[config.mk]
export PLATFORM = sky130hd
export DESIGN_NAME = cis_top
export DESIGN_NICKNAME = d
export VERILOG_FILES = /design/src/include/cis_pkg.sv /design/src/hdl/cis_slot_tracker.sv /design/src/hdl/cis_top.sv
export SDC_FILE = /design/constraint.sdc
export NUM_CORES = 1
export LEC_CHECK = 0
export ABC_AREA = 1
export BUFFER_PORTS_ARGS = -buffer_cell sky130_fd_sc_hd__clkbuf_2
export CAP_MARGIN = 20
export CORE_MARGIN = 1.5
export CORE_UTILIZATION = 50
export CTS_BUF_LIST = sky130_fd_sc_hd__clkbuf_16
export CTS_CLUSTER_SIZE = 10
export DETAILED_ROUTE_END_ITERATION = 12
export GPL_ROUTABILITY_DRIVEN = 0
export HOLD_SLACK_MARGIN = 0.12
export PLACE_DENSITY_LB_ADDON = 0.3
export SETUP_SLACK_MARGIN = 0.02
export SLEW_MARGIN = 20
export SYNTH_ARGS = -nofsm -noshare
export SYNTH_HDL_FRONTEND = slang
export SYNTH_SLANG_ARGS = --single-unit
[constraint.sdc]
create_clock -name aclk -period 1.47 [get_ports aclk]
set_input_delay 0.2205 -clock aclk [delete_from_list [all_inputs] [get_ports aclk]]
set_output_delay 0.2205 -clock aclk [all_outputs]
set_load 0.005 [all_outputs]
[src/include/cis_pkg.sv]
// constants, types and register map for the counter interrupt status block
package cis_pkg;

    localparam int unsigned ADDR_W       = 8;
    localparam int unsigned DATA_W       = 32;
    localparam int unsigned STRB_W       = DATA_W / 8;
    localparam int unsigned ID_W         = 8;
    localparam int unsigned KEY_W        = 32;

    // register byte offsets
    localparam logic [ADDR_W-1:0] OFS_CTRL     = 8'h00;
    localparam logic [ADDR_W-1:0] OFS_FLAGS    = 8'h04;
    localparam logic [ADDR_W-1:0] OFS_EVT_STS  = 8'h08;
    localparam logic [ADDR_W-1:0] OFS_EVT_MSK  = 8'h0C;
    localparam logic [ADDR_W-1:0] OFS_PASSWORD = 8'h10;
    localparam logic [ADDR_W-1:0] OFS_SESSION  = 8'h14;

    // control register fields
    localparam int unsigned CTRL_EN_BIT      = 0;
    localparam int unsigned CTRL_OVF_MSK_BIT = 1;
    localparam logic        CTRL_EN_RST      = 1'h0;
    localparam logic        CTRL_OVF_MSK_RST = 1'h0;

    // status flag register fields
    localparam int unsigned FLG_EN_BIT = 0;
    localparam int unsigned FLG_EX_BIT = 1;
    localparam int unsigned FLG_PE_BIT = 2;
    localparam int unsigned FLG_LS_BIT = 3;

    // sticky event bits
    localparam int unsigned EVT_W          = 3;
    localparam int unsigned EVT_START_BIT  = 0;
    localparam int unsigned EVT_LOST_BIT   = 1;
    localparam int unsigned EVT_REFUSE_BIT = 2;
    localparam logic [EVT_W-1:0] EVT_RST   = 3'h0;

    // session register fields
    localparam int unsigned SESS_OWNED_BIT = 0;
    localparam int unsigned SESS_PWSET_BIT = 1;
    localparam int unsigned SESS_AUTH_BIT  = 2;
    localparam int unsigned SESS_ID_LSB    = 8;

    localparam logic [KEY_W-1:0]  KEY_NONE  = 32'h0000_0000;
    localparam logic [ID_W-1:0]   ID_RST    = 8'h00;
    localparam logic [DATA_W-1:0] DATA_ZERO = 32'h0000_0000;

    localparam logic [1:0] RESP_OKAY   = 2'h0;
    localparam logic [1:0] RESP_SLVERR = 2'h2;

    typedef struct packed {
        logic low_preset;
        logic high_preset;
        logic overflow;
        logic underflow;
    } cis_trig_t;

    typedef enum logic [1:0] {
        CIS_OP_CLAIM   = 2'h0,
        CIS_OP_RELEASE = 2'h1,
        CIS_OP_AUTH    = 2'h2,
        CIS_OP_XFER    = 2'h3
    } cis_op_t;

    typedef struct packed {
        cis_op_t          op;
        logic [ID_W-1:0]  id;
        logic [KEY_W-1:0] key;
    } cis_sess_req_t;

    typedef struct packed {
        logic ack;
        logic ok;
    } cis_sess_rsp_t;

    typedef enum logic [1:0] {
        CIS_IDLE     = 2'h0,
        CIS_ACTIVE   = 2'h1,
        CIS_ACT_PEND = 2'h3
    } cis_slot_state_t;

endpackage : cis_pkg

[src/hdl/cis_slot_tracker.sv]
// one active and one pending interrupt slot with lost detection
`timescale 1ns/100ps
module cis_slot_tracker
    import cis_pkg::*;
(
    input  wire logic aclk,
    input  wire logic aresetn,
    input  wire logic ce,
    input  wire logic req,
    input  wire logic done,
    output logic      executing,
    output logic      pending,
    output logic      start,
    output logic      lost_set
);

    cis_slot_state_t state_ff;
    cis_slot_state_t nxt_state;
    logic            nxt_start;
    logic            nxt_lost;

    always_comb begin
        nxt_state = state_ff;
        nxt_start = 1'b0;
        nxt_lost  = 1'b0;
        case (state_ff)
            CIS_IDLE: begin
                if (req) begin
                    nxt_state = CIS_ACTIVE;
                    nxt_start = 1'b1;
                end
            end
            CIS_ACTIVE: begin
                if (done && req) begin
                    nxt_start = 1'b1;
                end else if (done) begin
                    nxt_state = CIS_IDLE;
                end else if (req) begin
                    nxt_state = CIS_ACT_PEND;
                end
            end
            CIS_ACT_PEND: begin
                if (done) begin
                    nxt_state = req ? CIS_ACT_PEND : CIS_ACTIVE;
                    nxt_start = 1'b1;
                end else if (req) begin
                    nxt_lost = 1'b1;
                end
            end
            default: begin
                nxt_state = CIS_IDLE;
            end
        endcase
    end

    always_ff @(posedge aclk) begin
        if (!aresetn) begin
            state_ff  <= CIS_IDLE;
            executing <= 1'b0;
            pending   <= 1'b0;
            start     <= 1'b0;
            lost_set  <= 1'b0;
        end else if (ce) begin
            state_ff  <= nxt_state;
            executing <= (nxt_state != CIS_IDLE);
            pending   <= (nxt_state == CIS_ACT_PEND);
            start     <= nxt_start;
            lost_set  <= nxt_lost;
        end
    end

endmodule : cis_slot_tracker

[src/hdl/cis_top.sv]
// counter interrupt status block with session lock, password gate and axi4-lite registers
`timescale 1ns/100ps
module cis_top
    import cis_pkg::*;
(
    input  wire logic                aclk,
    input  wire logic                aresetn,
    input  wire logic                ce,
    // counter events and handler completion
    input  wire cis_trig_t           trig,
    input  wire logic                service_done,
    output logic                     irq_executing,
    output logic                     irq_pending,
    output logic                     service_start,
    output logic                     irq,
    // client session requests
    input  wire logic                sess_valid,
    input  wire cis_sess_req_t       sess_req,
    output cis_sess_rsp_t            sess_rsp,
    // axi4-lite slave
    input  wire logic [ADDR_W-1:0]   s_axi_awaddr,
    input  wire logic [2:0]          s_axi_awprot,
    input  wire logic                s_axi_awvalid,
    output logic                     s_axi_awready,
    input  wire logic [DATA_W-1:0]   s_axi_wdata,
    input  wire logic [STRB_W-1:0]   s_axi_wstrb,
    input  wire logic                s_axi_wvalid,
    output logic                     s_axi_wready,
    output logic [1:0]               s_axi_bresp,
    output logic                     s_axi_bvalid,
    input  wire logic                s_axi_bready,
    input  wire logic [ADDR_W-1:0]   s_axi_araddr,
    input  wire logic [2:0]          s_axi_arprot,
    input  wire logic                s_axi_arvalid,
    output logic                     s_axi_arready,
    output logic [DATA_W-1:0]        s_axi_rdata,
    output logic [1:0]               s_axi_rresp,
    output logic                     s_axi_rvalid,
    input  wire logic                s_axi_rready
);

    // word-aligned address match
    function automatic logic reg_hit(input logic [ADDR_W-1:0] addr, input logic [ADDR_W-1:0] ofs);
        reg_hit = (addr[ADDR_W-1:2] == ofs[ADDR_W-1:2]);
    endfunction : reg_hit

    function automatic logic reg_mapped(input logic [ADDR_W-1:0] addr);
        reg_mapped = reg_hit(addr, OFS_CTRL) || reg_hit(addr, OFS_FLAGS) ||
                     reg_hit(addr, OFS_EVT_STS) || reg_hit(addr, OFS_EVT_MSK) ||
                     reg_hit(addr, OFS_PASSWORD) || reg_hit(addr, OFS_SESSION);
    endfunction : reg_mapped

    // byte-lane merge of write data into an old value
    function automatic logic [DATA_W-1:0] strb_merge(input logic [DATA_W-1:0] old_v,
                                                     input logic [DATA_W-1:0] new_v,
                                                     input logic [STRB_W-1:0] strb);
        logic [DATA_W-1:0] res;
        res = old_v;
        for (int i = 0; i < STRB_W; i++) begin
            if (strb[i]) begin
                res[i*8 +: 8] = new_v[i*8 +: 8];
            end
        end
        strb_merge = res;
    endfunction : strb_merge

    logic                  aw_held_ff;
    logic [ADDR_W-1:0]     aw_addr_ff;
    logic                  w_held_ff;
    logic [DATA_W-1:0]     w_data_ff;
    logic [STRB_W-1:0]     w_strb_ff;
    logic                  wr_fire;
    logic                  wr_lane0;

    logic                  ctrl_en_ff;
    logic                  ctrl_ovf_msk_ff;
    logic                  lost_ff;
    logic [EVT_W-1:0]      evt_sts_ff;
    logic [EVT_W-1:0]      evt_msk_ff;
    logic [EVT_W-1:0]      evt_set;
    logic [KEY_W-1:0]      password_ff;
    logic [KEY_W-1:0]      nxt_password;
    logic                  pw_set_ff;

    logic                  owned_ff;
    logic [ID_W-1:0]       owner_ff;
    logic                  authed_ff;
    logic                  is_owner;
    logic                  xfer_refused;

    logic                  slot_req;
    logic                  slot_lost;
    logic [DATA_W-1:0]     rd_mux;

    // axi write channels
    assign wr_fire  = aw_held_ff && w_held_ff && !s_axi_bvalid;
    assign wr_lane0 = wr_fire && w_strb_ff[0];

    always_ff @(posedge aclk) begin
        if (!aresetn) begin
            aw_held_ff    <= 1'b0;
            aw_addr_ff    <= OFS_CTRL;
            s_axi_awready <= 1'b1;
        end else if (ce) begin
            if (s_axi_awvalid && s_axi_awready) begin
                aw_held_ff    <= 1'b1;
                aw_addr_ff    <= s_axi_awaddr;
                s_axi_awready <= 1'b0;
            end else if (wr_fire) begin
                aw_held_ff    <= 1'b0;
            end else if (s_axi_bvalid && s_axi_bready) begin
                s_axi_awready <= 1'b1;
            end
        end
    end

    always_ff @(posedge aclk) begin
        if (!aresetn) begin
            w_held_ff    <= 1'b0;
            w_data_ff    <= DATA_ZERO;
            w_strb_ff    <= '0;
            s_axi_wready <= 1'b1;
        end else if (ce) begin
            if (s_axi_wvalid && s_axi_wready) begin
                w_held_ff    <= 1'b1;
                w_data_ff    <= s_axi_wdata;
                w_strb_ff    <= s_axi_wstrb;
                s_axi_wready <= 1'b0;
            end else if (wr_fire) begin
                w_held_ff    <= 1'b0;
            end else if (s_axi_bvalid && s_axi_bready) begin
                s_axi_wready <= 1'b1;
            end
        end
    end

    always_ff @(posedge aclk) begin
        if (!aresetn) begin
            s_axi_bvalid <= 1'b0;
            s_axi_bresp  <= RESP_OKAY;
        end else if (ce) begin
            if (wr_fire) begin
                s_axi_bvalid <= 1'b1;
                s_axi_bresp  <= reg_mapped(aw_addr_ff) ? RESP_OKAY : RESP_SLVERR;
            end else if (s_axi_bready) begin
                s_axi_bvalid <= 1'b0;
            end
        end
    end

    // control register
    always_ff @(posedge aclk) begin
        if (!aresetn) begin
            ctrl_en_ff      <= CTRL_EN_RST;
            ctrl_ovf_msk_ff <= CTRL_OVF_MSK_RST;
        end else if (ce) begin
            if (wr_lane0 && reg_hit(aw_addr_ff, OFS_CTRL)) begin
                ctrl_en_ff      <= w_data_ff[CTRL_EN_BIT];
                ctrl_ovf_msk_ff <= w_data_ff[CTRL_OVF_MSK_BIT];
            end
        end
    end

    // trigger qualification
    assign slot_req = ctrl_en_ff && (trig.low_preset || trig.high_preset || trig.underflow ||
                                     (trig.overflow && ctrl_ovf_msk_ff));

    cis_slot_tracker u_slot (
        .aclk      (aclk),
        .aresetn   (aresetn),
        .ce        (ce),
        .req       (slot_req),
        .done      (service_done),
        .executing (irq_executing),
        .pending   (irq_pending),
        .start     (service_start),
        .lost_set  (slot_lost)
    );

    // lost flag: set by hardware, written by software, set wins
    always_ff @(posedge aclk) begin
        if (!aresetn) begin
            lost_ff <= 1'b0;
        end else if (ce) begin
            if (slot_lost) begin
                lost_ff <= 1'b1;
            end else if (wr_lane0 && reg_hit(aw_addr_ff, OFS_FLAGS)) begin
                lost_ff <= w_data_ff[FLG_LS_BIT];
            end
        end
    end

    // sticky events, write one to clear, set wins
    assign evt_set[EVT_START_BIT]  = service_start;
    assign evt_set[EVT_LOST_BIT]   = slot_lost;
    assign evt_set[EVT_REFUSE_BIT] = xfer_refused;

    generate
        for (genvar g = 0; g < EVT_W; g++) begin : g_evt
            always_ff @(posedge aclk) begin
                if (!aresetn) begin
                    evt_sts_ff[g] <= EVT_RST[g];
                end else if (ce) begin
                    if (evt_set[g]) begin
                        evt_sts_ff[g] <= 1'b1;
                    end else if (wr_lane0 && reg_hit(aw_addr_ff, OFS_EVT_STS) && w_data_ff[g]) begin
                        evt_sts_ff[g] <= 1'b0;
                    end
                end
            end
        end
    endgenerate

    always_ff @(posedge aclk) begin
        if (!aresetn) begin
            evt_msk_ff <= EVT_RST;
        end else if (ce) begin
            if (wr_lane0 && reg_hit(aw_addr_ff, OFS_EVT_MSK)) begin
                evt_msk_ff <= w_data_ff[EVT_W-1:0];
            end
        end
    end

    always_ff @(posedge aclk) begin
        if (!aresetn) begin
            irq <= 1'b0;
        end else if (ce) begin
            irq <= |(evt_sts_ff & evt_msk_ff);
        end
    end

    // password store; zero means no password
    assign nxt_password = strb_merge(password_ff, w_data_ff, w_strb_ff);

    always_ff @(posedge aclk) begin
        if (!aresetn) begin
            password_ff <= KEY_NONE;
            pw_set_ff   <= 1'b0;
        end else if (ce) begin
            if (wr_fire && reg_hit(aw_addr_ff, OFS_PASSWORD)) begin
                password_ff <= nxt_password;
                pw_set_ff   <= (nxt_password != KEY_NONE);
            end
        end
    end

    // client session lock and transfer gate
    assign is_owner     = owned_ff && (owner_ff == sess_req.id);
    assign xfer_refused = ce && sess_valid && (sess_req.op == CIS_OP_XFER) &&
                          !(is_owner && (!pw_set_ff || authed_ff));

    always_ff @(posedge aclk) begin
        if (!aresetn) begin
            owned_ff  <= 1'b0;
            owner_ff  <= ID_RST;
            authed_ff <= 1'b0;
            sess_rsp  <= '0;
        end else if (ce) begin
            sess_rsp.ack <= sess_valid;
            sess_rsp.ok  <= 1'b0;
            if (wr_fire && reg_hit(aw_addr_ff, OFS_PASSWORD)) begin
                authed_ff <= 1'b0;
            end
            if (sess_valid) begin
                case (sess_req.op)
                    CIS_OP_CLAIM: begin
                        if (!owned_ff || is_owner) begin
                            owned_ff    <= 1'b1;
                            owner_ff    <= sess_req.id;
                            sess_rsp.ok <= 1'b1;
                        end
                    end
                    CIS_OP_RELEASE: begin
                        if (is_owner) begin
                            owned_ff    <= 1'b0;
                            authed_ff   <= 1'b0;
                            sess_rsp.ok <= 1'b1;
                        end
                    end
                    CIS_OP_AUTH: begin
                        if (is_owner && pw_set_ff && (sess_req.key == password_ff)) begin
                            authed_ff   <= 1'b1;
                            sess_rsp.ok <= 1'b1;
                        end
                    end
                    CIS_OP_XFER: begin
                        sess_rsp.ok <= !xfer_refused;
                    end
                    default: begin
                        sess_rsp.ok <= 1'b0;
                    end
                endcase
            end
        end
    end

    // read data mux
    always_comb begin
        rd_mux = DATA_ZERO;
        if (reg_hit(s_axi_araddr, OFS_CTRL)) begin
            rd_mux[CTRL_EN_BIT]      = ctrl_en_ff;
            rd_mux[CTRL_OVF_MSK_BIT] = ctrl_ovf_msk_ff;
        end else if (reg_hit(s_axi_araddr, OFS_FLAGS)) begin
            rd_mux[FLG_EN_BIT] = ctrl_en_ff;
            rd_mux[FLG_EX_BIT] = irq_executing;
            rd_mux[FLG_PE_BIT] = irq_pending;
            rd_mux[FLG_LS_BIT] = lost_ff;
        end else if (reg_hit(s_axi_araddr, OFS_EVT_STS)) begin
            rd_mux[EVT_W-1:0] = evt_sts_ff;
        end else if (reg_hit(s_axi_araddr, OFS_EVT_MSK)) begin
            rd_mux[EVT_W-1:0] = evt_msk_ff;
        end else if (reg_hit(s_axi_araddr, OFS_SESSION)) begin
            rd_mux[SESS_OWNED_BIT]                = owned_ff;
            rd_mux[SESS_PWSET_BIT]                = pw_set_ff;
            rd_mux[SESS_AUTH_BIT]                 = authed_ff;
            rd_mux[SESS_ID_LSB +: ID_W]           = owner_ff;
        end
    end

    // axi read channel
    always_ff @(posedge aclk) begin
        if (!aresetn) begin
            s_axi_arready <= 1'b1;
            s_axi_rvalid  <= 1'b0;
            s_axi_rdata   <= DATA_ZERO;
            s_axi_rresp   <= RESP_OKAY;
        end else if (ce) begin
            if (s_axi_arvalid && s_axi_arready) begin
                s_axi_arready <= 1'b0;
                s_axi_rvalid  <= 1'b1;
                s_axi_rdata   <= rd_mux;
                s_axi_rresp   <= reg_mapped(s_axi_araddr) ? RESP_OKAY : RESP_SLVERR;
            end else if (s_axi_rvalid && s_axi_rready) begin
                s_axi_rvalid  <= 1'b0;
                s_axi_arready <= 1'b1;
            end
        end
    end

endmodule : cis_top

==> flow_metrics.env <==
export IMPL_status="finished with violations"
export IMPL_violations="setup timing"
export IMPL_seqCellArea_um2=2510
export IMPL_final_cell_mix="197 x nand2_1, 129 x inv_1, 128 x clkbuf_2, 110 x a21oi_1, 107 x dfxtp_1"
export IMPL_path_class="flip-flop to flip-flop"
export IMPL_netlist_instances=897
export IMPL_htreeDepth=4
export IMPL_drc_errors=0
export IMPL_maxCapViolCount=0
export IMPL_dp_hpwl_um=11000
export IMPL_vias_per_cell=5.03
export IMPL_synth_distinct_cells=37
export IMPL_grt_pass1_wl_um=26200
export IMPL_arrival_ns=1.84
export IMPL_rsz0062_at_grt="true"
export IMPL_setup_ws_ns=-0.0236
export IMPL_drt_initial_drc_count=350
export IMPL_hold_viol_final=0
export IMPL_core_area_um2=12000
export IMPL_clock_skew_ns=0.00891
export IMPL_ys_warn_count=0
export IMPL_drt_wirelength_per_cell_um=12.9
export IMPL_numCtsBuffers=17
export IMPL_diodes=0
export IMPL_clk_latency_ns=0.42
export IMPL_area_delta_synth_final_pct=34.8
export IMPL_final_max_slew_viol_count=0
export IMPL_numPortBuffers=128
export IMPL_io_pins=161
export IMPL_cp_slowest_cell="dfxtp_2"
export IMPL_path_max_fanout=5
export IMPL_ant_nets=0
export IMPL_slowest_delay_ns=0.34
export IMPL_grt_ovfl_total=0
export IMPL_crit_path_start_kind="flip-flop"
export IMPL_hp_class="input port to flip-flop"
export IMPL_yosysSeqAreaShare=0.408
export IMPL_final_util=0.686
export IMPL_final_setup_tns_ns=-0.0648
export IMPL_fillerInstances=1014
export IMPL_place_ws_ns=-0.179
export IMPL_drt_total_wl_um=16100
export IMPL_multi_input_area_um2=3020
export IMPL_min_period_ns=1.49
export IMPL_finalCritPeriodShare=1.02
export IMPL_track_usage=0.255
export IMPL_dr_total_vias=6288
export IMPL_antenna_found_initial=0
export IMPL_powerDensity_nw_per_um2=1010
export IMPL_netlist_area_um2=6090
export IMPL_clock_sinks=124
export IMPL_drive_gt1_frac=0.251
export IMPL_firstDrtPassIters=5
export IMPL_stdcell_area_um2=8210
export IMPL_initial_core_util=0.509
export IMPL_fp_dieH_um=113
export IMPL_clk_pin_slew_ns=0.05
export IMPL_path_cells="nor2_2, nor2_1, nor2_1, nand2_2, o21ai_2, nand3_2, buf_6, buf_6, a21oi_2"
export IMPL_die_w_um=113
export IMPL_cts_tree="yes"
export IMPL_clk_path_buf_depth=2
export IMPL_grt_pass1_vias=5682
export IMPL_placed_cell_area_um2=7040
export IMPL_crit_required_ns=1.82
export IMPL_crit_path_end_kind="flip-flop"
export IMPL_grt_start_max_net_pins=70
export IMPL_total_power_mw=8.29
export IMPL_post_synth_cell_area_avg_um2=6.79
export IMPL_final_common_cell="nand2_1"
export IMPL_ys_seq_elements=124
export IMPL_root_buffer="clkbuf_16"
export IMPL_reg2reg_slack_ns=-0.02
export IMPL_die_area_um2=12800
export IMPL_min_path_cells=3
export IMPL_peakVddDrop_mv=0.594
export IMPL_max_freq_mhz=670
export IMPL_num_rows=40
export IMPL_leakagePower_nw=3.77
export IMPL_nets=1208
export IMPL_setup_viol=5
export IMPL_r2r_cells=9
-- power breakdown --
group          switching [mW]  internal (mW)
Sequential             0.0979           3.49
Combinational           0.540          0.462
Clock                    1.45           2.25
-- sequential cells by signal, summed over array words and instances (netlist names), 3 cells and up --
signal and count:
owner_ff 8, evt_sts_ff 3, s_axi_rdata 12, evt_msk_ff 3
w_data_ff 32, password_ff 32, aw_addr_ff 6, w_strb_ff 4
-- worst max-delay path: cells and delay by family, from the launching register on --
kind | cells | cell delay [ns]
compound gates | 2 | 0.25
buf+inv | 2 | 0.28
flops | 1 | 0.34
simple gates | 5 | 0.54
-- area by class of cell --
type,count,area share
clock buffer,17,0.0518
clock inverter,15,0.0114
inverter,135,0.0621
multi-input combinational,595,0.368
sequential,124,0.306
tap,147,0.0224
timing repair buffer,216,0.179
-- worst paths after layout --
kind,from,end
worst min register to register,w_data_ff[18],w_data_ff[18]
worst max register to register,owner_ff[1],owner_ff[3]
worst min-delay path,sess_req[35],owner_ff[3]
worst max-delay path,owner_ff[1],owner_ff[3]
-- Yosys cell counts (all sizes together) --
cell      n  area, um^2
a211oi    1        7.51
a21oi   113         569
a221oi    1        8.76
a31oi     2        12.5
a41oi     1        8.76
buf      39         264
clkbuf   25        96.3
clkinv    2        7.51
conb      1        3.75
dfxtp   124        2480
ha        5        62.6
inv     133         499
nand2   205         769
nand3    27         145
nand4    10        62.6
nor2     44         170
nor3      7        35.0
nor4      4        25.0
o211a     8        80.1
o211ai    1        7.51
o21ai   129         649
o221ai    1        8.76
o22ai     2        12.5
o31ai     3        22.5
or2       1        6.26
xnor2     5        43.8
xor2      3        26.3
-- cell families (layout without fill, tap and decap cells) --
| kind of cell | after synthesis | in the layout | share of synthesized area |
|---|---|---|---|
| and+or+nand+nor | 298 | 298 | 0.199 |
| AOI/OAI and AO/OA | 262 | 262 | 0.228 |
| buffers and inverters | 199 | 383 | 0.142 |
| DFF | 124 | 124 | 0.408 |
| xor gates and xnor gates | 8 | 8 | 0.0115 |
| adders and majority gates | 5 | 5 | 0.0103 |
| other | 1 | 22 | 0.000616 |
-- metrics by stage --
step / hold WS (ns) / instances
CTS: 0.120 / 1247
global placement: 0.435 / 1176
global route: 0.115 / 1249
detailed placement: 0.435 / 1176
finish: 0.108 / 1249
floorplan: 0.383 / 918
-- layer usage --
layer  share of wire  GRT usage
met1            0.46      0.349
met2            0.47      0.405
met3           0.058     0.0546
met4           0.013     0.0775
met5               0          0
-- timing repair --
| action | CTS | global route |
|---|---|---|
| setup buffers | 1 | 1 |
| hold buffers | 38 | 0 |
| endpoints found under the setup margin | 41 | 53 |
| pin swaps | 3 | 29 |
| resized for setup | 20 | 84 |
| cloned | 0 | 1 |
| endpoints found under the hold margin | 38 | 0 |
Power figures use the tool's default switching activity.
